<file path="src/crs_pkg.sv">
// Constants for the CPU general-purpose and control register set.
// Assumes a single core clock with a synchronous active-high reset.
// Overview of operation
// - Sixteen general registers exist; one to fifteen serve as data or address registers.
// - Register zero is the active stack pointer, so its accesses reach the selected pointer.
// - The status word's stack select bit picks the interrupt or the user stack pointer.
// - The vector table base gives the table start; software writes it as a multiple of four.
// - The program counter always holds the address of the instruction being executed.
// - Accepting a fast interrupt copies the program counter into the saved program counter.
// - A fast interrupt copies the status word into the saved status word of equal layout.
// - A fast interrupt branches to the fast vector address instead of a fetched table vector.
// - An enabled floating-point exception raises exception handling and sets its cause flag.
// - A masked exception sets its sticky flag, which stays one until software writes zero.
package crs_pkg;

    // ********************************
    // Widths and counts
    // ********************************
    localparam int CRS_XLEN = 32;
    localparam int CRS_NUM_GPR = 16;
    localparam int CRS_GIDX_W = 4;
    localparam int CRS_CIDX_W = 4;
    localparam int CRS_NEXC = 5;

    // ********************************
    // Control register indices
    // ********************************
    localparam logic [3:0] CRS_CR_STATUS = 4'h0;
    localparam logic [3:0] CRS_CR_PC = 4'h1;
    localparam logic [3:0] CRS_CR_USER_SP = 4'h2;
    localparam logic [3:0] CRS_CR_IRQ_SP = 4'h3;
    localparam logic [3:0] CRS_CR_VEC_BASE = 4'h4;
    localparam logic [3:0] CRS_CR_SAVED_PC = 4'h5;
    localparam logic [3:0] CRS_CR_SAVED_STATUS = 4'h6;
    localparam logic [3:0] CRS_CR_FAST_VEC = 4'h7;
    localparam logic [3:0] CRS_CR_FP_STATUS = 4'h8;

    // ********************************
    // Field positions
    // ********************************
    localparam int CRS_STATUS_SEL_BIT = 17;
    // Exception order within each field: V, O, Z, U, X from bit 0 up
    localparam int CRS_FP_CAUSE_LSB = 2;
    localparam int CRS_FP_EN_LSB = 10;
    localparam int CRS_FP_STICKY_LSB = 26;

    // ********************************
    // Reset values
    // ********************************
    localparam logic [31:0] CRS_RST_WORD = 32'h0000_0000;
    localparam logic [4:0] CRS_RST_EXC = 5'h00;

endpackage

</file>
<file path="src/crs_regset.sv">
// CPU general-purpose and control register set.
// Driven by the core's execution and interrupt entry logic on clk.
`timescale 1ns/100ps

module crs_regset
    import crs_pkg::*;
#(
    parameter int DATA_W = CRS_XLEN
) (
    input wire logic clk,
    input wire logic rst,
    input wire logic [CRS_GIDX_W-1:0] gpr_rd_a_idx,
    output logic [DATA_W-1:0] gpr_rd_a_data,
    input wire logic [CRS_GIDX_W-1:0] gpr_rd_b_idx,
    output logic [DATA_W-1:0] gpr_rd_b_data,
    input wire logic gpr_we,
    input wire logic [CRS_GIDX_W-1:0] gpr_wr_idx,
    input wire logic [DATA_W-1:0] gpr_wr_data,
    input wire logic [CRS_CIDX_W-1:0] cr_rd_idx,
    output logic [DATA_W-1:0] cr_rd_data,
    input wire logic cr_we,
    input wire logic [CRS_CIDX_W-1:0] cr_wr_idx,
    input wire logic [DATA_W-1:0] cr_wr_data,
    input wire logic pc_we,
    input wire logic [DATA_W-1:0] pc_wr_data,
    output logic [DATA_W-1:0] prog_counter,
    output logic [DATA_W-1:0] status_word,
    output logic [DATA_W-1:0] stack_ptr,
    output logic [DATA_W-1:0] vector_table_base,
    input wire logic fint_accept,
    output logic [DATA_W-1:0] fast_vector_addr,
    input wire logic fp_op_done,
    input wire logic [CRS_NEXC-1:0] fp_exc,
    output logic fp_trap,
    output logic [DATA_W-1:0] float_status_word
);

    // ********************************
    // State
    // ********************************
    logic [DATA_W-1:0] gpr_q [1:CRS_NUM_GPR-1];
    logic [DATA_W-1:0] gpr_d [1:CRS_NUM_GPR-1];
    logic [DATA_W-1:0] irq_stack_ptr_q, irq_stack_ptr_d;
    logic [DATA_W-1:0] user_stack_ptr_q, user_stack_ptr_d;
    logic [DATA_W-1:0] status_word_q, status_word_d;
    logic [DATA_W-1:0] pc_q, pc_d;
    logic [DATA_W-1:0] vector_table_base_q, vector_table_base_d;
    logic [DATA_W-1:0] saved_prog_counter_q, saved_prog_counter_d;
    logic [DATA_W-1:0] saved_status_word_q, saved_status_word_d;
    logic [DATA_W-1:0] fast_vector_addr_q, fast_vector_addr_d;
    logic [DATA_W-1:0] float_status_word_q, float_status_word_d;
    logic [DATA_W-1:0] rd_a_q, rd_a_d;
    logic [DATA_W-1:0] rd_b_q, rd_b_d;
    logic [DATA_W-1:0] cr_rd_q, cr_rd_d;
    logic fp_trap_q, fp_trap_d;

    logic [CRS_NEXC-1:0] exc_enable_bits;
    logic [CRS_NEXC-1:0] cause_flags;
    logic [CRS_NEXC-1:0] sticky_flags;
    logic [CRS_NEXC-1:0] exc_taken;
    logic [CRS_NEXC-1:0] exc_masked;

    // ********************************
    // Functions
    // ********************************
    // Active stack pointer picked by the status word select bit
    function automatic logic [DATA_W-1:0] sel_sp(
        input logic [DATA_W-1:0] sw,
        input logic [DATA_W-1:0] irq_sp,
        input logic [DATA_W-1:0] usr_sp
    );
        sel_sp = sw[CRS_STATUS_SEL_BIT] ? usr_sp : irq_sp;
    endfunction

    // General-purpose register read with register zero as stack pointer
    function automatic logic [DATA_W-1:0] rd_gpr(
        input logic [CRS_GIDX_W-1:0] idx,
        input logic [DATA_W-1:0] regs [1:CRS_NUM_GPR-1],
        input logic [DATA_W-1:0] sp
    );
        if (idx == '0) begin
            rd_gpr = sp;
        end else begin
            rd_gpr = regs[idx];
        end
    endfunction

    // ********************************
    // Floating-point fields
    // ********************************
    assign exc_enable_bits = float_status_word_q[CRS_FP_EN_LSB +: CRS_NEXC];
    assign cause_flags = float_status_word_q[CRS_FP_CAUSE_LSB +: CRS_NEXC];
    assign sticky_flags = float_status_word_q[CRS_FP_STICKY_LSB +: CRS_NEXC];
    assign exc_taken = fp_exc & exc_enable_bits;
    assign exc_masked = fp_exc & ~exc_enable_bits;

    // ********************************
    // Next-state logic
    // ********************************
    always_comb begin
        gpr_d = gpr_q;
        irq_stack_ptr_d = irq_stack_ptr_q;
        user_stack_ptr_d = user_stack_ptr_q;
        status_word_d = status_word_q;
        pc_d = pc_q;
        vector_table_base_d = vector_table_base_q;
        saved_prog_counter_d = saved_prog_counter_q;
        saved_status_word_d = saved_status_word_q;
        fast_vector_addr_d = fast_vector_addr_q;
        float_status_word_d = float_status_word_q;
        fp_trap_d = 1'b0;

        // Control register transfers, all 32-bit read/write
        if (cr_we) begin
            case (cr_wr_idx)
                CRS_CR_STATUS: status_word_d = cr_wr_data;
                CRS_CR_PC: pc_d = cr_wr_data;
                CRS_CR_USER_SP: user_stack_ptr_d = cr_wr_data;
                CRS_CR_IRQ_SP: irq_stack_ptr_d = cr_wr_data;
                CRS_CR_VEC_BASE: vector_table_base_d = cr_wr_data;
                CRS_CR_SAVED_PC: saved_prog_counter_d = cr_wr_data;
                CRS_CR_SAVED_STATUS: saved_status_word_d = cr_wr_data;
                CRS_CR_FAST_VEC: fast_vector_addr_d = cr_wr_data;
                CRS_CR_FP_STATUS: float_status_word_d = cr_wr_data;
                default: ;
            endcase
        end

        // General-purpose write, register zero goes to the selected stack
        if (gpr_we) begin
            if (gpr_wr_idx == '0) begin
                if (status_word_q[CRS_STATUS_SEL_BIT]) begin
                    user_stack_ptr_d = gpr_wr_data;
                end else begin
                    irq_stack_ptr_d = gpr_wr_data;
                end
            end else begin
                gpr_d[gpr_wr_idx] = gpr_wr_data;
            end
        end

        // Instruction advance
        if (pc_we) begin
            pc_d = pc_wr_data;
        end

        // Fast interrupt entry wins over everything else on these registers
        if (fint_accept) begin
            saved_prog_counter_d = pc_q;
            saved_status_word_d = status_word_q;
            pc_d = fast_vector_addr_q;
        end

        // Floating-point result; sticky set wins over a software clear
        if (fp_op_done) begin
            float_status_word_d[CRS_FP_CAUSE_LSB +: CRS_NEXC] = exc_taken;
            float_status_word_d[CRS_FP_STICKY_LSB +: CRS_NEXC] =
                float_status_word_d[CRS_FP_STICKY_LSB +: CRS_NEXC] | exc_masked;
            fp_trap_d = |exc_taken;
        end
    end

    // Registered read ports
    always_comb begin
        rd_a_d = rd_gpr(gpr_rd_a_idx, gpr_q,
                        sel_sp(status_word_q, irq_stack_ptr_q, user_stack_ptr_q));
        rd_b_d = rd_gpr(gpr_rd_b_idx, gpr_q,
                        sel_sp(status_word_q, irq_stack_ptr_q, user_stack_ptr_q));
        case (cr_rd_idx)
            CRS_CR_STATUS: cr_rd_d = status_word_q;
            CRS_CR_PC: cr_rd_d = pc_q;
            CRS_CR_USER_SP: cr_rd_d = user_stack_ptr_q;
            CRS_CR_IRQ_SP: cr_rd_d = irq_stack_ptr_q;
            CRS_CR_VEC_BASE: cr_rd_d = vector_table_base_q;
            CRS_CR_SAVED_PC: cr_rd_d = saved_prog_counter_q;
            CRS_CR_SAVED_STATUS: cr_rd_d = saved_status_word_q;
            CRS_CR_FAST_VEC: cr_rd_d = fast_vector_addr_q;
            CRS_CR_FP_STATUS: cr_rd_d = float_status_word_q;
            default: cr_rd_d = CRS_RST_WORD;
        endcase
    end

    // ********************************
    // Registers
    // ********************************
    always_ff @(posedge clk) begin
        if (rst) begin
            for (int i = 1; i < CRS_NUM_GPR; i++) begin
                gpr_q[i] <= CRS_RST_WORD;
            end
            irq_stack_ptr_q <= CRS_RST_WORD;
            user_stack_ptr_q <= CRS_RST_WORD;
            status_word_q <= CRS_RST_WORD;
            pc_q <= CRS_RST_WORD;
            vector_table_base_q <= CRS_RST_WORD;
            saved_prog_counter_q <= CRS_RST_WORD;
            saved_status_word_q <= CRS_RST_WORD;
            fast_vector_addr_q <= CRS_RST_WORD;
            float_status_word_q <= CRS_RST_WORD;
            rd_a_q <= CRS_RST_WORD;
            rd_b_q <= CRS_RST_WORD;
            cr_rd_q <= CRS_RST_WORD;
            fp_trap_q <= 1'b0;
        end else begin
            gpr_q <= gpr_d;
            irq_stack_ptr_q <= irq_stack_ptr_d;
            user_stack_ptr_q <= user_stack_ptr_d;
            status_word_q <= status_word_d;
            pc_q <= pc_d;
            vector_table_base_q <= vector_table_base_d;
            saved_prog_counter_q <= saved_prog_counter_d;
            saved_status_word_q <= saved_status_word_d;
            fast_vector_addr_q <= fast_vector_addr_d;
            float_status_word_q <= float_status_word_d;
            rd_a_q <= rd_a_d;
            rd_b_q <= rd_b_d;
            cr_rd_q <= cr_rd_d;
            fp_trap_q <= fp_trap_d;
        end
    end

    // ********************************
    // Outputs
    // ********************************
    assign gpr_rd_a_data = rd_a_q;
    assign gpr_rd_b_data = rd_b_q;
    assign cr_rd_data = cr_rd_q;
    assign prog_counter = pc_q;
    assign status_word = status_word_q;
    assign stack_ptr = sel_sp(status_word_q, irq_stack_ptr_q, user_stack_ptr_q);
    assign vector_table_base = vector_table_base_q;
    assign fast_vector_addr = fast_vector_addr_q;
    assign fp_trap = fp_trap_q;
    assign float_status_word = float_status_word_q;

    // ********************************
    // Assertions
    // ********************************
    AST_GPR_WRITE: assert property (@(posedge clk) disable iff (rst)
        gpr_we && gpr_wr_idx != '0 |=> gpr_q[$past(gpr_wr_idx)] == $past(gpr_wr_data))
        else $error("General register write lost");

    AST_SP_WRITE: assert property (@(posedge clk) disable iff (rst)
        gpr_we && gpr_wr_idx == '0 && !cr_we
        |=> stack_ptr == $past(gpr_wr_data))
        else $error("Register zero write missed the active stack pointer");

    AST_SP_READ: assert property (@(posedge clk) disable iff (rst)
        gpr_rd_a_idx == '0
        |=> gpr_rd_a_data == ($past(status_word_q[CRS_STATUS_SEL_BIT]) ?
            $past(user_stack_ptr_q) : $past(irq_stack_ptr_q)))
        else $error("Register zero read not routed by select bit");

    AST_PC_LOAD: assert property (@(posedge clk) disable iff (rst)
        pc_we && !fint_accept |=> prog_counter == $past(pc_wr_data))
        else $error("Program counter not loaded");

    AST_SAVED_PC: assert property (@(posedge clk) disable iff (rst)
        fint_accept |=> saved_prog_counter_q == $past(prog_counter))
        else $error("Saved program counter wrong");

    AST_SAVED_STATUS: assert property (@(posedge clk) disable iff (rst)
        fint_accept |=> saved_status_word_q == $past(status_word))
        else $error("Saved status word wrong");

    AST_FINT_BRANCH: assert property (@(posedge clk) disable iff (rst)
        fint_accept |=> prog_counter == $past(fast_vector_addr))
        else $error("Fast interrupt did not branch to its vector");

    AST_CAUSE: assert property (@(posedge clk) disable iff (rst)
        fp_op_done |=> cause_flags == $past(fp_exc & exc_enable_bits)
        && fp_trap == |$past(fp_exc & exc_enable_bits) ##1 !fp_trap || $past(fp_op_done))
        else $error("Cause flags or trap wrong");

    AST_STICKY_SET: assert property (@(posedge clk) disable iff (rst)
        fp_op_done |=> (sticky_flags & $past(exc_masked)) == $past(exc_masked))
        else $error("Masked exception did not set sticky flag");

    AST_STICKY_HOLD: assert property (@(posedge clk) disable iff (rst)
        !fp_op_done && !(cr_we && cr_wr_idx == CRS_CR_FP_STATUS) |=> $stable(sticky_flags))
        else $error("Sticky flags changed without cause");

    AST_VEC_BASE_WRITE: assert property (@(posedge clk) disable iff (rst)
        cr_we && cr_wr_idx == CRS_CR_VEC_BASE |=> vector_table_base == $past(cr_wr_data))
        else $error("Vector table base not written");

    AST_GPR_READ_B: assert property (@(posedge clk) disable iff (rst)
        gpr_rd_b_idx != '0 |=> gpr_rd_b_data == $past(gpr_q[gpr_rd_b_idx]))
        else $error("Port B general register read wrong");

    AST_STICKY_KEEP: assert property (@(posedge clk) disable iff (rst)
        !(cr_we && cr_wr_idx == CRS_CR_FP_STATUS)
        |=> (sticky_flags & $past(sticky_flags)) == $past(sticky_flags))
        else $error("Sticky flag dropped without a software write");

    AST_CR_UNMAPPED: assert property (@(posedge clk) disable iff (rst)
        cr_rd_idx > CRS_CR_FP_STATUS |=> cr_rd_data == CRS_RST_WORD)
        else $error("Unmapped control register read not zero");

    AST_STATUS_KEEP: assert property (@(posedge clk) disable iff (rst)
        fint_accept && !cr_we |=> $stable(status_word))
        else $error("Fast interrupt altered the status word");

endmodule
</file>
<file path="config.mk">
export PLATFORM = sky130hd
export DESIGN_NAME = crs_regset
export DESIGN_NICKNAME = d
export VERILOG_FILES = /design/src/crs_pkg.sv /design/src/crs_regset.sv
export SDC_FILE = /design/constraint.sdc
export NUM_CORES = 2
export LEC_CHECK = 0
export ABC_AREA = 1
export CAP_MARGIN = 20
export CORE_MARGIN = 2
export CORE_UTILIZATION = 50
export DETAILED_ROUTE_END_ITERATION = 8
export DONT_BUFFER_PORTS = 1
export PLACE_DENSITY_LB_ADDON = 0.05
export SYNTH_ARGS = -nofsm -noshare
export SYNTH_HDL_FRONTEND = slang
export SYNTH_SLANG_ARGS = --single-unit
</file>
<file path="constraint.sdc">
create_clock -name clk -period 3.84 [get_ports clk]
set_input_delay 0.576 -clock clk [delete_from_list [all_inputs] [get_ports clk]]
set_output_delay 0.576 -clock clk [all_outputs]
set_load 0.02 [all_outputs]
</file>
Word level (Yosys, flattened, before mapping) --
Index checks and enable logic that the tools add are counted.
Cells by class: shifts and indexed selects 0, order comparisons 4, bitwise logic cells 9, multipliers 0, eq/ne operators 16, add/subtract/negate cells 0, reductions and logical operators 24, multiplexer cells 37, divide/modulo/power cells 0
Operators with widths (count):
- 2-to-1 mux 32 bit | 28
- bitwise mux 480 bit | 1
- one-hot mux 32 bit (9 select lines) | 1
- binary-select mux 32 bit (select 4 bit) | 2
- demux 32 bit (select 4 bit) | 1
- 2-to-1 mux 31 bit | 2
- equality test 4 x 3 -> 1 bit, second input constant | 8
- logical NOT 4 bit | 5
- AND reduction 2 bit | 9
- equality test 4 x 2 -> 1 bit, second input constant | 4
- greater-or-equal comparator 5 bit, second input constant | 3
- inverter 4 -> 5 bit | 3
- AND 5 bit | 2
- 2-to-1 mux 5 bit | 2
- nonzero test 2 bit | 5
- equality test 4 x 1 -> 1 bit, second input constant | 2
- equality test 4 bit, second input constant | 2
- nonzero test 3 bit | 2
- less-than comparator 5 x 1 -> 1 bit, second input constant | 1
- inverter 5 bit | 1
- OR 5 bit | 1
- OR reduction 5 bit | 1
- inverter 1 bit | 2
- OR reduction 2 bit | 1
- logical AND 1 bit | 1
Storage, ports and cells: bits in read-only memories 0, logic and storage cells 120, bits in writable memories 0, bits in latches 0, bits of input ports 128, memories 0, flip-flop bits (word level) 865, output and inout bits 289

Logic depth before layout (Yosys ltp) --
word-level depth 6, mapped depth 11, mapped depth without buffers 9

Least setup slack after synthesis --
No wires, ideal clock.
path type register to output, from register status_word_q[17] (netlist: status_word[17]), to output port stack_ptr[11], cell stages (with the launch flop) 4, slack 1904 ps, arrival time 1360 ps, data required time 3264 ps, cells stage by stage dfxtp_1 -> inv_2 -> clkbuf_1 -> o21ai_0
Between the ends: word-level cells in the longest chain between the ends 1
RTL lines:
- start: declaration | RTL line crs_regset.sv:45 | logic [DATA_W-1:0] status_word_q, status_word_d;
- start signal: assignment | RTL line crs_regset.sv:208 | status_word_q <= status_word_d;
- 2-to-1 mux 32 bit | RTL line crs_regset.sv:72 | sel_sp = sw[CRS_STATUS_SEL_BIT] ? usr_sp : irq_sp;
- end: declaration | RTL line crs_regset.sv:28 | output logic [DATA_W-1:0] stack_ptr,
Every way passes these cells.

Final worst setup path --
from register status_word_q[17] (netlist: status_word[17]), to output port stack_ptr[7]
Same word-level chain as after synthesis.

==> qor.yml <==
clocking:
  htreeDepth: 3
  clk_latency_ps: 670
  cts_buffer_depth: 3
  cts_tree: "built"
  root_buffer: "clkbuf_16"
  postCtsSetupBuffers: 0
  clk_transition_reported_paths_ps: 60
  clock-sinks: 865
  cts_inserted_buffers: 96
  ctsResizeCount: 0
layout:
  nFillCells: 8883
  drive_gt1_frac: 0.0481
  seq_area_sq_mm: 0.0173
  final_common_cell: "nand2_1"
  final_cell_mix: "nand2_1, nor2_1, dfxtp_1, o21ai_0, nand3_1"
  areaGrowthSynthToFinish_pct: 7.84
  final_util: 0.544
  instances_no_fill: 7794
  multiInputGateArea_sq_mm: 0.0222
  final_nets: 6690
logic_synthesis:
  yosys.area.top_type: "dfxtp_1"
  synth_area_leaders: "dfxtp_1, nand2_1, nand3_1"
  avgSynthCellArea_sq_um: 6.33
  synth.yosys.seq_area_share: 0.396
  synth_top_area_share: 0.396
  synth_cells: 6912
  synth_area_sq_mm: 0.0438
  yosys_warnings: 0
  yosysUniqueCellTypes: 28
  synth_seq_cells: 865
  syn_nets: 7040
route:
  num_vias: 45400
  first_pass_iters: 6
  drt_iter0_markers: 4987
  ant_nets: 0
  wl_mm: 176
  drc: 0
  wl_per_cell_microns: 22.6
  vias_per_cell: 5.82
critical_path:
  critPathSlowestCell: "nand2_1"
  endpoint_kind: "output pin"
  worstReg2RegEnd: "gpr_rd_a_data[13]"
  critPathMaxStageDelay_ps: 460
  path_cells: "inv_2 -> buf_4 -> nand2_1 -> nand2_1"
  worstSetupPathType: "flop to output pin"
  path_common_cell: "nand2_1"
  worst_ep_arrival_time_ps: 2270
  cp-start-kind: "flop"
  reg2reg_from: "status_word[17]"
  path_max_fanout: 21
  crit_start: "status_word[17]"
  critPathRequiredTime_ps: 3260
  reg2reg_slack_ps: 1520
  reg2reg_depth: 8
power_and_ir_drop:
  p_switching_w: 0.00561
  p_leak_nw: 19.9
  p_per_area_mw_per_mm2: 447
  peakVddDrop_v: 0.000347
  p_clk_frac: 0.457
  seq_power_share: 0.453
  internal_power_w: 0.0155
  swShare: 0.266
  finalPower_w: 0.0211
  power_frac_comb: 0.090
floorplan:
  design.core.area_sq_mm: 0.0868
  die_h_microns: 300
  ioPinCount: 417
  die_area_sq_mm: 0.0899
  initial_core_util: 0.504
  num_rows: 108
  die_w_microns: 300
sta:
  setup_viol: 0
  rsz0062_at_grt: "no"
  finClkSkew_ps: 28.7
  clock.fmax_ghz: 0.352
  hold_viol: 0
  max-slew-margin-rel: 0.266
  worst_pin_slew_ps: 1100
  setup_tns_ps: 0
  min_period_ps: 2840
  holdWs_ps: 49.1
  slew_viol_final: 0
  finalCritPeriodShare: 0.741
grt:
  grt_pass1_wl_mm: 263
  grt_max_degree: 229
  grt_antenna_before_repair: 4
  track_usage: 0.378
  grt_overflow_total: 0
  grt_pass1_vias: 40700
hold_path:
  min_from: "gpr_wr_data[9]"
  hold_depth: 2
  min_to: "irq_stack_ptr_q[9]"
  hp-class: "input pin to flop"
placement:
  gp_congestion: 0.910
  numPortBuffers: 0
  dpl.hpwl_mm: 111
  dp.cells: 7615
status:
  status: "completed"
job:
  maxCapViolations: 0
==> worst max-delay path: cells and delay by family (launching register included) <==
family / cells / cell delay (ps)
flops: 1 / 320
buf+inv: 2 / 710
simple gates: 2 / 540
==> power groups by stage <==
stage | Sequential, W | Clock [W] | Combinational (W)
6_report | 0.00955 | 0.00965 | 0.00190
3_5_place_dp | 0.00974 | 0 | 0.00182
5_1_grt | 0.00957 | 0.0101 | 0.00209
3_3_place_gp | 0.00974 | 0 | 0.00180
2_1_floorplan | 0.00965 | 0 | 0.00148
4_1_cts | 0.00955 | 0.00974 | 0.00185
==> kinds of logic after synthesis <==
kind of cell,synth area share
simple gates,0.315
buf+inv,0.100
flops,0.396
compound gates,0.189
==> metrics by stage <==
stage,setup WS (ps),area (sq um)
after floorplan,1900,43800
after global placement,1240,43900
after detailed placement,1190,43900
after CTS,1020,47100
after global routing,969,47200
final,996,47200
==> worst max path at each step <==
stage	to	cells past startpoint
6_report	stack_ptr[7]	4
5_1_grt	stack_ptr[1]	5
4_1_cts	stack_ptr[7]	4
3_5_place_dp	gpr_q[320]	7
3_3_place_gp	gpr_q[328]	7
2_1_floorplan	stack_ptr[11]	3
==> area by class of cell <==
type                       count  area share
multi-input combinational   4944       0.470
sequential                   865       0.367
clock buffer                 141      0.0594
inverter                     554      0.0445
tap                         1155      0.0306
timing repair buffer         101      0.0196
clock inverter                33     0.00920
antenna                        1   0.0000530
==> state kept, by name, indices dropped and copies added (netlist names) <==
register,cells
fp_trap,1
irq_stack_ptr_q,32
saved_status_word_q,32
status_word,32
cr_rd_data,32
user_stack_ptr_q,32
vector_table_base,32
fast_vector_addr,32
float_status_word,32
prog_counter,32
gpr_rd_a_data,32
gpr_rd_b_data,32
saved_prog_counter_q,32
gpr_q,480
==> per-layer routing <==
layer / global-route usage / up-vias / part of all wire
li1: - / 21700 / -
met3: 0.0935 / 373 / 0.11
met1: 0.508 / 20900 / 0.41
met5: 0.00741 / - / 0.000074
met4: 0.142 / 2 / 0.038
met2: 0.583 / 2390 / 0.44
==> what timing repair did <==
| item | 4_1_cts | 5_1_grt |
|---|---|---|
| endpoints found under the hold margin | 115 | 0 |
| hold buffers | 2 | 0 |
| endpoints found under the setup margin | 0 | 0 |
==> Yosys cell counts <==
cell type,n
a211oi_1,18
a21oi_1,623
a22oi_1,64
a31oi_1,7
buf_1,50
buf_2,177
buf_4,3
clkbuf_1,316
clkbuf_2,3
clkinv_1,6
dfxtp_1,865
inv_1,529
inv_2,19
nand2_1,1665
nand2_2,3
nand3_1,745
nand3_2,7
nand3_4,2
nand3b_4,1
nand4_1,1
nor2_1,919
nor2_2,9
nor2_4,7
nor3_1,12
nor3_4,1
o211ai_1,78
o21ai_0,743
o21ai_1,39
Note: power is estimated with default switching activity, not from simulation.
